`src/include/lct_pkg.sv`:
```
/*
 * Constants, address map and timing figures for the lock-in converter
 * sample timing block. Assumes a single 25 MHz core clock and a host bus
 * that presents one-cycle write pulses synchronous to that clock.
 */
// Contract
// Internal reference mode selects the fixed crystal as the board clock.
// External reference mode selects the phase-locked oscillator as the board clock.
// Converter traffic runs on a fixed 256 kHz cycle of board clocks; the code counts 100 core clocks of 40 ns, a 250 kHz cycle.
// All converter clocks, mux selects and strobes come from one clock.
// Main input stream enters the serial receive port directly.
// Auxiliary stream shifts into a pair of serial-to-parallel registers.
// Each input channel yields one sample per cycle, captured before the next.
// Four output values are delivered every converter cycle.
// Serial transmit port sends one channel of each converter every cycle.
// Transmit bit clock runs at twice the receive bit clock.
// Second channel of each converter goes through parallel-to-serial registers.
// Sine, X, Y on three outputs; fourth rotates over eight slow outputs.
// Reference sine is synthesised digitally, one sample per cycle.
// Host-facing bus buffers enable only on writes addressed to this board.
// Host configuration is held in latches until the next host write.
// One address decoder produces every select and strobe of the board; the code decodes host writes only, cycle strobes come from cnt_q.
// The converter samples main and selected auxiliary input together each cycle.
// Auxiliary input mux rotates so each input converts every four cycles.
// Isolated analog-board bus is driven only while that board is addressed.
// Host keeps passing the measured reference frequency in external mode.
// Slow-output and auxiliary selects advance round-robin at cycle boundaries.
package lct_pkg;

    // -------------------------------------------------------------------
    // Timing
    // -------------------------------------------------------------------
    localparam int CORE_CLK_NS     = 40;
    localparam int CONV_PERIOD_NS  = 4000;
    localparam int CYCLE_CLKS      = CONV_PERIOD_NS / CORE_CLK_NS;
    localparam int XTAL_FREQ_KHZ   = 30208;
    localparam int VCO_NOM_KHZ     = 30000;
    localparam int INSTR_PER_CYCLE = 59;
    localparam int CLKS_PER_INSTR  = 2;
    localparam int BOARD_CLKS_PER_CYCLE = INSTR_PER_CYCLE * CLKS_PER_INSTR;

    localparam logic [6:0] CNT_LAST     = 7'(CYCLE_CLKS - 1);
    localparam logic [6:0] CNT_BITS_END = 7'h40;
    localparam logic [6:0] CNT_LOAD     = 7'h40;
    localparam logic [6:0] CNT_PAR_END  = 7'h20;
    localparam logic [1:0] RX_SAMPLE_PH = 2'h3;

    // -------------------------------------------------------------------
    // Data widths and rotations
    // -------------------------------------------------------------------
    localparam int SAMPLE_W   = 16;
    localparam int TX_W       = 32;
    localparam int FIFO_DEPTH = 32;
    localparam logic [1:0] AUX_SEL_LAST  = 2'h3;
    localparam logic [2:0] SLOW_SEL_LAST = 3'h7;

    // -------------------------------------------------------------------
    // Host address map and configuration layout
    // -------------------------------------------------------------------
    localparam logic [3:0] ADDR_CFG_LO  = 4'h0;
    localparam logic [3:0] ADDR_CFG_HI  = 4'h1;
    localparam logic [3:0] ADDR_FREQ_LO = 4'h2;
    localparam logic [3:0] ADDR_FREQ_HI = 4'h3;
    localparam logic [3:0] ADDR_ANA_LO  = 4'h8;
    localparam logic [3:0] ADDR_ANA_HI  = 4'h9;
    localparam int         ADDR_BOARD_BIT = 3;
    localparam int         CFG_EXT_REF_BIT = 0;
    localparam logic [15:0] CFG_RESET  = 16'h0000;
    localparam logic [15:0] FREQ_RESET = 16'h0000;
    localparam logic [15:0] PHASE_RESET = 16'h0000;
    localparam logic [15:0] HALF_WAVE  = 16'h8000;
    localparam int          SINE_SHIFT = 14;

endpackage : lct_pkg

```
`src/design/lct_fifo.sv`:
```
/*
 * Synchronous FIFO with valid/ready on both sides, used for the main
 * input sample stream. Assumes one clock and an asynchronous low reset.
 */
module lct_fifo #(
    parameter int W     = 16,
    parameter int DEPTH = 32
) (
    input  wire logic         clk,
    input  wire logic         rst_n,
    input  wire logic         in_valid,
    output logic              in_ready,
    input  wire logic [W-1:0] in_data,
    output logic              out_valid,
    input  wire logic         out_ready,
    output logic [W-1:0]      out_data
);

    localparam int AW = $clog2(DEPTH);

    logic [W-1:0] mem [DEPTH];
    logic [AW:0]  wr_ptr_q;
    logic [AW:0]  rd_ptr_q;

    wire full  = (wr_ptr_q[AW] != rd_ptr_q[AW]) && (wr_ptr_q[AW-1:0] == rd_ptr_q[AW-1:0]);
    wire empty = (wr_ptr_q == rd_ptr_q);
    wire push  = in_valid && !full;
    wire pop   = out_ready && !empty;

    assign in_ready  = !full;
    assign out_valid = !empty;
    assign out_data  = mem[rd_ptr_q[AW-1:0]];

    always_ff @(posedge clk) begin
        if (push) begin
            mem[wr_ptr_q[AW-1:0]] <= in_data;
        end
    end

    always_ff @(posedge clk or negedge rst_n) begin
        if (!rst_n) begin
            wr_ptr_q <= '0;
            rd_ptr_q <= '0;
        end else begin
            if (push) wr_ptr_q <= wr_ptr_q + 1'b1;
            if (pop)  rd_ptr_q <= rd_ptr_q + 1'b1;
        end
    end

endmodule // lct_fifo

```
`src/design/lct_timing.sv`:
```
/*
 * Converter cycle timing and data movement for the lock-in signal board:
 * board clock selection, converter cycle sequencing, input capture, output
 * shifting, reference synthesis and host write decoding.
 * Assumes all inputs are synchronous to CORE_CLK and that the host write
 * strobe is a single-cycle pulse with address and data valid alongside.
 */
module lct_timing
    import lct_pkg::*;
(
    input  wire logic                CORE_CLK,
    input  wire logic                RST_N,
    // Converter inputs
    input  wire logic                ADC_MAIN_SD,
    input  wire logic                ADC_AUX_SD,
    output logic                     ADC_CONV,
    output logic                     ADC_SCLK,
    output logic [1:0]               AUX_IN_SEL,
    // Main sample stream to the processor
    output logic [SAMPLE_W-1:0]      MAIN_DATA,
    output logic                     MAIN_VALID,
    input  wire logic                MAIN_READY,
    output logic                     MAIN_OVERRUN,
    // Auxiliary sample words
    output logic [SAMPLE_W-1:0]      AUX_WORD,
    output logic [1:0]               AUX_CHAN,
    output logic                     AUX_VALID,
    // Output values from the processor
    input  wire logic [SAMPLE_W-1:0] X_VALUE,
    input  wire logic [SAMPLE_W-1:0] Y_VALUE,
    input  wire logic [SAMPLE_W-1:0] SLOW_VALUE,
    output logic [2:0]               SLOW_SEL,
    // Output converters
    output logic                     DAC_SCLK,
    output logic                     DAC_SER_SD,
    output logic                     DAC_A_PAR_SD,
    output logic                     DAC_B_PAR_SD,
    output logic                     DAC_LOAD,
    // Board clock select
    output logic                     CLK_SEL_VCO,
    // Host write bus
    input  wire logic                HOST_WR,
    input  wire logic [3:0]          HOST_ADDR,
    input  wire logic [7:0]          HOST_DATA,
    output logic                     HOST_BUF_EN,
    output logic [15:0]              CFG_WORD,
    // Isolated analog board bus
    output logic [7:0]               ANA_DATA,
    output logic                     ANA_DATA_EN,
    output logic [1:0]               ANA_LATCH_STB
);

    // -------------------------------------------------------------------
    // Functions
    // -------------------------------------------------------------------

    // Parabolic approximation of one half wave, signed by the phase MSB.
    function automatic logic [SAMPLE_W-1:0] sine_of(input logic [15:0] ph);
        logic [31:0] x;
        logic [31:0] prod;
        logic [15:0] mag;
        x    = {17'h00000, ph[14:0]};
        prod = x * ({16'h0000, HALF_WAVE} - x);
        mag  = prod[SINE_SHIFT +: 16];
        sine_of = ph[15] ? 16'(-mag) : mag;
    endfunction

    // True when a round-robin counter must wrap to zero.
    function automatic logic at_last(input logic [2:0] v, input logic [2:0] last);
        at_last = (v == last);
    endfunction

    // -------------------------------------------------------------------
    // Registers
    // -------------------------------------------------------------------
    logic [6:0]          cnt_q;
    logic [SAMPLE_W-1:0] main_shift_q;
    logic [SAMPLE_W-1:0] aux_shift_q;
    logic                main_pend_q;
    logic [SAMPLE_W-1:0] main_hold_q;
    logic [1:0]          aux_sel_q;
    logic [2:0]          slow_sel_q;
    logic [TX_W-1:0]     tx_shift_q;
    logic [SAMPLE_W-1:0] par_a_q;
    logic [SAMPLE_W-1:0] par_b_q;
    logic [15:0]         phase_q;
    logic [15:0]         freq_q;
    logic [SAMPLE_W-1:0] sine_q;
    logic [15:0]         cfg_q;
    logic [SAMPLE_W-1:0] main_out_q;
    logic                main_vld_q;

    logic                adc_conv_q;
    logic                adc_sclk_q;
    logic                aux_valid_q;
    logic [SAMPLE_W-1:0] aux_word_q;
    logic [1:0]          aux_chan_q;
    logic                overrun_q;
    logic                dac_sclk_q;
    logic                dac_ser_q;
    logic                dac_a_q;
    logic                dac_b_q;
    logic                dac_load_q;
    logic                clk_sel_q;
    logic                buf_en_q;
    logic [7:0]          ana_data_q;
    logic                ana_en_q;
    logic [1:0]          ana_stb_q;

    // -------------------------------------------------------------------
    // Cycle decode
    // -------------------------------------------------------------------
    wire cyc_end   = (cnt_q == CNT_LAST);
    wire in_bits   = (cnt_q < CNT_BITS_END);
    wire rx_take   = in_bits && (cnt_q[1:0] == RX_SAMPLE_PH);
    wire tx_step   = in_bits && cnt_q[0];
    wire par_step  = tx_step && (cnt_q < CNT_PAR_END);
    wire load_pt   = (cnt_q == CNT_LOAD);

    // -------------------------------------------------------------------
    // Host decode
    // -------------------------------------------------------------------
    wire to_dsp    = HOST_WR && !HOST_ADDR[ADDR_BOARD_BIT];
    wire to_ana    = HOST_WR && HOST_ADDR[ADDR_BOARD_BIT];
    wire wr_cfg_lo = HOST_WR && (HOST_ADDR == ADDR_CFG_LO);
    wire wr_cfg_hi = HOST_WR && (HOST_ADDR == ADDR_CFG_HI);
    wire wr_frq_lo = HOST_WR && (HOST_ADDR == ADDR_FREQ_LO);
    wire wr_frq_hi = HOST_WR && (HOST_ADDR == ADDR_FREQ_HI);
    wire wr_ana_lo = HOST_WR && (HOST_ADDR == ADDR_ANA_LO);
    wire wr_ana_hi = HOST_WR && (HOST_ADDR == ADDR_ANA_HI);

    // -------------------------------------------------------------------
    // Main sample buffer
    // -------------------------------------------------------------------
    wire                fifo_in_ready;
    wire                fifo_out_valid;
    wire [SAMPLE_W-1:0] fifo_out_data;
    wire                out_take = !main_vld_q || MAIN_READY;
    wire                fifo_pop = out_take && fifo_out_valid;
    wire                main_new = load_pt;

    lct_fifo #(
        .W     (SAMPLE_W),
        .DEPTH (FIFO_DEPTH)
    ) u_fifo (
        .clk       (CORE_CLK),
        .rst_n     (RST_N),
        .in_valid  (main_pend_q),
        .in_ready  (fifo_in_ready),
        .in_data   (main_hold_q),
        .out_valid (fifo_out_valid),
        .out_ready (out_take),
        .out_data  (fifo_out_data)
    );

    // -------------------------------------------------------------------
    // Cycle counter and round-robin selects
    // -------------------------------------------------------------------
    always_ff @(posedge CORE_CLK or negedge RST_N) begin
        if (!RST_N) begin
            cnt_q <= '0;
        end else begin
            cnt_q <= cyc_end ? 7'h00 : cnt_q + 7'h01;
        end
    end

    always_ff @(posedge CORE_CLK or negedge RST_N) begin
        if (!RST_N) begin
            aux_sel_q  <= '0;
            slow_sel_q <= '0;
        end else if (cyc_end) begin
            aux_sel_q  <= at_last({1'b0, aux_sel_q}, {1'b0, AUX_SEL_LAST})
                          ? 2'h0 : aux_sel_q + 2'h1;
            slow_sel_q <= at_last(slow_sel_q, SLOW_SEL_LAST)
                          ? 3'h0 : slow_sel_q + 3'h1;
        end
    end

    // -------------------------------------------------------------------
    // Converter input capture
    // -------------------------------------------------------------------
    always_ff @(posedge CORE_CLK or negedge RST_N) begin
        if (!RST_N) begin
            adc_conv_q <= 1'b0;
            adc_sclk_q <= 1'b0;
        end else begin
            adc_conv_q <= cyc_end;
            adc_sclk_q <= in_bits && cnt_q[1];
        end
    end

    always_ff @(posedge CORE_CLK or negedge RST_N) begin
        if (!RST_N) begin
            main_shift_q <= '0;
            aux_shift_q  <= '0;
        end else if (rx_take) begin
            main_shift_q <= {main_shift_q[SAMPLE_W-2:0], ADC_MAIN_SD};
            aux_shift_q  <= {aux_shift_q[SAMPLE_W-2:0], ADC_AUX_SD};
        end
    end

    // The aux word stays in its parallel register until the next cycle's word.
    always_ff @(posedge CORE_CLK or negedge RST_N) begin
        if (!RST_N) begin
            aux_word_q  <= '0;
            aux_chan_q  <= '0;
            aux_valid_q <= 1'b0;
        end else begin
            aux_valid_q <= main_new;
            if (main_new) begin
                aux_word_q <= aux_shift_q;
                aux_chan_q <= aux_sel_q;
            end
        end
    end

    // A sample held for the buffer stalls until taken; a newer one overruns.
    always_ff @(posedge CORE_CLK or negedge RST_N) begin
        if (!RST_N) begin
            main_pend_q <= 1'b0;
            main_hold_q <= '0;
            overrun_q   <= 1'b0;
        end else begin
            if (main_new) begin
                main_pend_q <= 1'b1;
                main_hold_q <= main_shift_q;
                overrun_q   <= main_pend_q && !fifo_in_ready;
            end else if (fifo_in_ready) begin
                main_pend_q <= 1'b0;
            end
        end
    end

    always_ff @(posedge CORE_CLK or negedge RST_N) begin
        if (!RST_N) begin
            main_out_q <= '0;
            main_vld_q <= 1'b0;
        end else if (out_take) begin
            main_vld_q <= fifo_pop;
            if (fifo_pop) main_out_q <= fifo_out_data;
        end
    end

    // -------------------------------------------------------------------
    // Reference synthesis
    // -------------------------------------------------------------------
    always_ff @(posedge CORE_CLK or negedge RST_N) begin
        if (!RST_N) begin
            phase_q <= PHASE_RESET;
            sine_q  <= '0;
        end else if (cyc_end) begin
            phase_q <= phase_q + freq_q;
            sine_q  <= sine_of(phase_q);
        end
    end

    // -------------------------------------------------------------------
    // Converter output shifting
    // -------------------------------------------------------------------
    // Serial port carries sine then X; parallel-to-serial pair carries Y and
    // the slow value of the current select, all four loaded at cycle end.
    always_ff @(posedge CORE_CLK or negedge RST_N) begin
        if (!RST_N) begin
            tx_shift_q <= '0;
            par_a_q    <= '0;
            par_b_q    <= '0;
        end else if (cyc_end) begin
            tx_shift_q <= {sine_q, X_VALUE};
            par_a_q    <= Y_VALUE;
            par_b_q    <= SLOW_VALUE;
        end else begin
            if (tx_step) tx_shift_q <= {tx_shift_q[TX_W-2:0], 1'b0};
            if (par_step) begin
                par_a_q <= {par_a_q[SAMPLE_W-2:0], 1'b0};
                par_b_q <= {par_b_q[SAMPLE_W-2:0], 1'b0};
            end
        end
    end

    always_ff @(posedge CORE_CLK or negedge RST_N) begin
        if (!RST_N) begin
            dac_sclk_q <= 1'b0;
            dac_ser_q  <= 1'b0;
            dac_a_q    <= 1'b0;
            dac_b_q    <= 1'b0;
            dac_load_q <= 1'b0;
        end else begin
            dac_sclk_q <= tx_step;
            dac_ser_q  <= tx_shift_q[TX_W-1];
            dac_a_q    <= par_a_q[SAMPLE_W-1];
            dac_b_q    <= par_b_q[SAMPLE_W-1];
            dac_load_q <= load_pt;
        end
    end

    // -------------------------------------------------------------------
    // Host writes, configuration latches and clock select
    // -------------------------------------------------------------------
    always_ff @(posedge CORE_CLK or negedge RST_N) begin
        if (!RST_N) begin
            cfg_q  <= CFG_RESET;
            freq_q <= FREQ_RESET;
        end else begin
            if (wr_cfg_lo) cfg_q[7:0]   <= HOST_DATA;
            if (wr_cfg_hi) cfg_q[15:8]  <= HOST_DATA;
            if (wr_frq_lo) freq_q[7:0]  <= HOST_DATA;
            if (wr_frq_hi) freq_q[15:8] <= HOST_DATA;
        end
    end

    // The select only moves at a cycle boundary so no cycle is cut short.
    always_ff @(posedge CORE_CLK or negedge RST_N) begin
        if (!RST_N) begin
            clk_sel_q <= 1'b0;
        end else if (cyc_end) begin
            clk_sel_q <= cfg_q[CFG_EXT_REF_BIT];
        end
    end

    always_ff @(posedge CORE_CLK or negedge RST_N) begin
        if (!RST_N) begin
            buf_en_q   <= 1'b0;
            ana_data_q <= '0;
            ana_en_q   <= 1'b0;
            ana_stb_q  <= '0;
        end else begin
            buf_en_q   <= to_dsp;
            ana_en_q   <= to_ana;
            ana_data_q <= to_ana ? HOST_DATA : 8'h00;
            ana_stb_q  <= {wr_ana_hi, wr_ana_lo};
        end
    end

    // -------------------------------------------------------------------
    // Outputs
    // -------------------------------------------------------------------
    assign ADC_CONV      = adc_conv_q;
    assign ADC_SCLK      = adc_sclk_q;
    assign AUX_IN_SEL    = aux_sel_q;
    assign MAIN_DATA     = main_out_q;
    assign MAIN_VALID    = main_vld_q;
    assign MAIN_OVERRUN  = overrun_q;
    assign AUX_WORD      = aux_word_q;
    assign AUX_CHAN      = aux_chan_q;
    assign AUX_VALID     = aux_valid_q;
    assign SLOW_SEL      = slow_sel_q;
    assign DAC_SCLK      = dac_sclk_q;
    assign DAC_SER_SD    = dac_ser_q;
    assign DAC_A_PAR_SD  = dac_a_q;
    assign DAC_B_PAR_SD  = dac_b_q;
    assign DAC_LOAD      = dac_load_q;
    assign CLK_SEL_VCO   = clk_sel_q;
    assign HOST_BUF_EN   = buf_en_q;
    assign CFG_WORD      = cfg_q;
    assign ANA_DATA      = ana_data_q;
    assign ANA_DATA_EN   = ana_en_q;
    assign ANA_LATCH_STB = ana_stb_q;

endmodule // lct_timing

```
`config.mk`:
```
export PLATFORM = sky130hd
export DESIGN_NAME = lct_timing
export DESIGN_NICKNAME = d
export VERILOG_FILES = /design/src/include/lct_pkg.sv /design/src/design/lct_fifo.sv /design/src/design/lct_timing.sv
export SDC_FILE = /design/constraint.sdc
export NUM_CORES = 2
export LEC_CHECK = 0
export ABC_AREA = 1
export BUFFER_PORTS_ARGS = -buffer_cell sky130_fd_sc_hd__buf_2
export CAP_MARGIN = 5
export CELL_PAD_IN_SITES_DETAIL_PLACEMENT = 0
export CELL_PAD_IN_SITES_GLOBAL_PLACEMENT = 1
export CORE_ASPECT_RATIO = 0.8
export CORE_MARGIN = 2
export CORE_UTILIZATION = 25
export DETAILED_ROUTE_END_ITERATION = 12
export PLACE_DENSITY_LB_ADDON = 0.1
export SYNTH_ARGS = -nofsm -noshare
export SYNTH_HDL_FRONTEND = slang
export SYNTH_SLANG_ARGS = --single-unit
```
`constraint.sdc`:
```
create_clock -name CORE_CLK -period 11.8 [get_ports CORE_CLK]
set_input_delay 2.36 -clock CORE_CLK [delete_from_list [all_inputs] [get_ports CORE_CLK]]
set_output_delay 2.36 -clock CORE_CLK [all_outputs]
set_load 0.02 [all_outputs]
```
==> Word level (Yosys, flattened, before mapping) <==
Memories as Yosys holds them, arrays and structs flattened. A register that Yosys moved wholly into a read port is not among the register bits.
Cells that the tools add are included.
{ "op_classes": {"muxes": 15, "order_cmp": 2, "n_reduce_logical": 26, "multipliers": 1, "n_addsub": 8, "eq_ne": 14} }
{ "op_table": {"columns": ["cell", "n"], "rows": [
  ["2-to-1 mux 16 bit", 5],
  ["2-to-1 mux 32 bit", 2],
  ["multiplier 16 x 17 -> 30 bit", 1],
  ["subtractor 16 x 15 -> 17 bit, first input constant", 1],
  ["adder 16 bit", 1],
  ["logical AND 1 bit", 16],
  ["negator 16 bit", 1],
  ["equality test 7 bit, second input constant", 2],
  ["adder 6 x 1 -> 6 bit, second input constant", 2],
  ["equality test 4 x 2 -> 1 bit, second input constant", 2],
  ["equality test 4 bit, second input constant", 2],
  ["2-to-1 mux 8 bit", 1],
  ["adder 7 x 1 -> 7 bit, second input constant", 1],
  ["< comparator 7 x 6 -> 1 bit, second input constant", 1],
  ["< comparator 7 bit, second input constant", 1],
  ["2-to-1 mux 7 bit", 1],
  ["equality test 6 bit", 1],
  ["equality test 5 bit", 1],
  ["logical NOT 1 bit", 5],
  ["equality test 2 bit, second input constant", 2],
  ["equality test 4 x 1 -> 1 bit, second input constant", 1],
  ["logical NOT 4 bit", 1],
  ["2-to-1 mux 1 bit", 4],
  ["nonzero test 2 bit", 2],
  ["other kinds (9)", 9]
]} }
{ "totals": {"output_inout_bits": 78, "n_memories": 1, "ramBits": 512, "elab_cells": 101, "ff_bits": 241} }
{ "memory_table": {"columns": ["name", "words", "word_bits", "rd", "rd_ports_with_merged_regs", "write_ports", "line", "text"], "rows": [
  ["u_fifo.mem", 32, 16, 1, 1, 1, "lct_fifo.sv:21", "logic [W-1:0] mem [DEPTH];"]
]} }

==> Depth between registers and ports, before layout <==
{ "depth": {"depth_word": 6, "mapped_depth": 42, "ltp_nobuf": 42} }

==> Hierarchy <==
A second synthesis with hierarchy kept.
{ "unflattened": {"cells_unflattened": 4150, "area_unflattened_um2": 40416.3} }
{ "modules_own_cells": {"columns": ["mod", "instances", "seq_area_each_um2", "area_each_um2", "cells_per_inst"], "rows": [
  ["lct_fifo", 1, 15675.0, 21443.1, 1876],
  ["lct_timing", 1, 6130.9, 18973.2, 2274]
]} }

==> Worst setup path before layout <==
No wires, ideal clock.
{ "synth_timing": {"path_kind": "flip-flop to flip-flop", "start": "reg phase_q[1]", "end": "reg sine_q[12]", "stages_incl_launch_ff": 37, "slack_ns": 4.688, "setup_time_ns": 0.117, "t_required_ns": 11.683, "arrival_time_ns": 6.995, "path_cell_list": "dfrtp_1 -> inv_1 -> ha_1 -> inv_2 -> nor3_1 -> nand3_1 -> nor3_1 -> nand2_1 -> nor2_1 -> ha_1 -> inv_1 -> nand2_1 -> fa_1 -> fa_1 -> inv_1 -> fa_1 -> inv_1 -> fa_1 -> inv_1 -> fa_1 -> fa_1 -> ha_1 -> nand2_1 -> nor2_2 -> inv_2 -> nor2_2 -> nand2_1 -> nand2_1 -> xnor2_1 -> ha_1 -> nand3_2 -> nor2_4 -> nand4_1 -> nand2_1 -> nand3_1 -> nand3_1 -> nand2_1"} }
{ "synth_between": {"elab_chain_cells": 4} }
{ "synth_rtl": {"columns": ["item", "line", "text"], "rows": [
  ["start: declaration", "lct_timing.sv:86", "logic [15:0] phase_q;"],
  ["start signal: assignment", "lct_timing.sv:252", "phase_q <= phase_q + freq_q;"],
  ["subtractor 16 x 15 -> 17 bit", "lct_timing.sv:63", "prod = x * ({16'h0000, HALF_WAVE} - x);"],
  ["multiplier 16 x 17 -> 30 bit *", "lct_timing.sv:63", null],
  ["negator 16 bit", "lct_timing.sv:65", "sine_of = ph[15] ? 16'(-mag) : mag;"],
  ["2-to-1 mux 16 bit *", "lct_timing.sv:65", null],
  ["end signal: assignment", "lct_timing.sv:253", "sine_q <= sine_of(phase_q);"],
  ["end: declaration", "lct_timing.sv:88", "logic [SAMPLE_W-1:0] sine_q;"]
]} }
Every way passes the cells marked *; elsewhere a longest branch is shown, timed or not.
A chain may end at the register's enable or synchronous reset.

==> Final worst setup path <==
{ "layout_timing": {"start": "reg phase_q[1]", "end": "reg sine_q[7]"} }
The elaborated chain is that of the path after synthesis.

==> impl_results.md <==
- Status: complete, no violations
- Final setup fails: 0
- Sequential share of power: 0.399
- Multi-input logic area: 15,300 um^2
- Overall routing resource usage: 0.161
- Layout cells sized above 1: 0.109
- Vias in the first global route: 27,500
- Largest fanout on the critical path: 15
- PortBufs: 143
- Synth cell types: 47
- Seq/Total Area, Yosys: 0.553
- Die Width: 448 um
- Antenna violations before repair: 15
- Sw power: 2.57 mW
- H-tree depth: 3
- DRT Wirelength: 130,000 um
- CTS Buf Count: 90
- GPL Wtd Cong: 0.755
- 1st-pass router iterations: 5
- Post-synth top area share: 0.390
- Filler cell count: 16,600
- Switching Fraction: 0.341
- Most frequent cells in the layout: nand2_1, edfxtp_1, nor2_1
- Mapped cell area: 39,400 um^2
- P_leak: 17.7 nW
- Rows: 130
- Final ANT Viol Nets: 0
- Die height: 359 um
- Postcts setup bufs: 0
- EDFF count, synth: 512
- DR iter-0 viols: 1,560
- DR WL/cell: 21.1 um
- Clk root buf: clkbuf_16
- CP Class: reg -> reg
- Fin Setup TNS: 0 ps
- Max stage delay cell, worst path: dfrtp_1
- Residual DRC count: 0
- Fin nets: 4,335
- Clock Power Share: 0.382
- Synth area leaders: edfxtp_1, dfrtp_1, fa_1
- Number of synthesized register bits: 769
- IO Pins: 144
- Arrival time worst endpoint: 9290 ps
- Tcrit/Tclk final: 0.739
- Vias per cell: 4.42
- Sink Count: 769
- Unrepaired setup endpoints after global routing: false
- First-pass GRT wire length: 191,000 um
- Ys async rst share: 0.334
- Int Pwr: 4.97 mW
- Post-cts resize count: 0
- Worst rel slew slack: 0.190
- Most frequent CP cell: nand2_1
- Pre-CTS WS: 3060 ps
- Global route total overflow: 0
- Post-CTS Hold Buffers: 0
- Max-slew violation count: 0
- Slack of the critical path: 3080 ps
- Final Hold Vio Count: 0
- Crit path largest cell delay: 620 ps
- CTS tree: yes
- Worst-margin pin slew: 1210 ps
- Cell taking the most area after synthesis: edfxtp_1
- Worst Setup End Kind: flop
- Clock skew: 23.5 ps
- Die area: 161,000 um^2
- Worst skew pair latency: 720 ps
- Peak VDD IR: 117 uV
- Critical Path RT: 12,370 ps
- Via count: 27,100
- Most common cell after layout, fill and taps aside: nand2_1
- Fin util: 0.292
- Worst min-delay path class: reg -> reg
- Max cap viols: 0
- Largest net degree at the start of global routing: 131
- Logic gate share of total power: 0.220
- P&R area growth vs syn: 16.0%
- Clock transition at path regs: 60 ps
- Yosys warnings: 0
- Core region area: 157,000 um^2
- Initial Utilization: 0.252
- Sequential Area: 21,800 um^2
- Setup crit start kind: flop
- Ys flop type: edfxtp_1
- Syn Inst Count: 3,819
- Longest Clk Path Bufs: 3
- PwrDens: 165 nW/um^2
- Detailed Place HPWL: 84,300 um
- Final Critical Period: 8720 ps
- Synthesized area per cell: 10.3 um^2
- Max Fclk: 115 MHz
- Worst-case hold slack: 380 ps
[final timing paths]
kind                                         startpoint                             end  slack, ps  cells past startpoint
worst max-delay path             phase_q[1]$_DFFE_PN0P_           sine_q[7]$_DFFE_PN0P_       3080                     35
worst min-delay path            par_a_q[15]$_DFFE_PN0P_          DAC_A_PAR_SD$_DFF_PN0_        380                      0
worst max register to register   phase_q[1]$_DFFE_PN0P_           sine_q[7]$_DFFE_PN0P_       3080                     35
worst min register to register  par_a_q[15]$_DFFE_PN0P_          DAC_A_PAR_SD$_DFF_PN0_        380                      0
max in group asynchronous                         RST_N  u_fifo.rd_ptr_q[0]$_DFFE_PN0P_       8110                      3
min in group asynchronous                         RST_N          par_b_q[8]$_DFFE_PN0P_       1600                      1
[synth_stat cells (all sizes together), types with 3 or more instances]
| master | number |
|---|---|
| nand2 | 658 |
| nor2 | 533 |
| edfxtp | 512 |
| inv | 470 |
| o21ai | 397 |
| dfrtp | 257 |
| fa | 179 |
| clkbuf | 150 |
| ha | 145 |
| nand3 | 105 |
| o22ai | 105 |
| o221ai | 74 |
| nand4 | 48 |
| a21oi | 40 |
| buf | 34 |
| xor2 | 25 |
| o211ai | 23 |
| nor3 | 16 |
| xnor2 | 11 |
| nand3b | 5 |
| nor4 | 5 |
| or2 | 4 |
| a21o | 3 |
| a31oi | 3 |
| o21bai | 3 |
[through the flow]
stage          power (mW)  instance area [um^2]  cells
2_1_floorplan        4.00                 39500   3831
3_3_place_gp         4.78                 42700   5965
3_5_place_dp         4.77                 42700   5965
4_1_cts              7.71                 45700   6131
5_1_grt              7.93                 45700   6134
6_report             7.54                 45800   6137
[area by class of cell]
| type | count | area share |
|---|---|---|
| diodes | 6 | 0.000328 |
| inverters | 471 | 0.0389 |
| clock inverters | 47 | 0.0121 |
| multi-input cells | 2407 | 0.334 |
| repair buffers | 206 | 0.0267 |
| clock buffers | 119 | 0.0536 |
| well taps | 2112 | 0.0578 |
| flip-flops and latches | 769 | 0.477 |
[state kept, by name (all words and copies together) (netlist names), 2 cells and up]
signal,cells
freq_q,16
SLOW_SEL,3
u_fifo.rd_ptr_q,6
phase_q,16
CFG_WORD,16
u_fifo.mem,512
ANA_LATCH_STB,2
sine_q,16
par_a_q,16
cnt_q,7
AUX_WORD,16
par_b_q,16
main_shift_q,16
aux_shift_q,16
main_hold_q,16
MAIN_DATA,16
AUX_IN_SEL,2
ANA_DATA,8
AUX_CHAN,2
tx_shift_q,32
u_fifo.wr_ptr_q,6
[critical path: cells and delay by family (launching register included)]
family          cells  cell delay [ps]
simple gates       17             2670
fa+ha+maj           9             3980
compound gates      1               80
buf+inv             7              950
xor+xnor            1              250
flops               1              620
[metal layers]
metal	GRT usage	share of wire
met5	0	0.00053
met2	0.253	0.46
met4	0.0398	0.023
met1	0.228	0.48
met3	0.0273	0.038
[power by group through the flow]
stage          clock [mW]  sequential (mW)  combinational (mW)
2_1_floorplan           0             3.06               0.933
3_3_place_gp            0             3.06                1.72
3_5_place_dp            0             3.06                1.71
4_1_cts              2.99             3.01                1.71
5_1_grt              3.08             3.02                1.83
6_report             2.87             3.00                1.66
[kinds of logic after synthesis]
kind of cell | count (synthesis) | share of synthesized area
AO/OA/AOI/OAI | 656 | 0.0963
XOR/XNOR | 36 | 0.00799
adder cells (fa/ha/maj) | 324 | 0.137
buffers and inverters | 655 | 0.0632
flip-flops | 769 | 0.553
other | 2 | 0.000190
AND/OR/NAND/NOR | 1377 | 0.143
No activity file was read; power rests on OpenSTA's default activity.
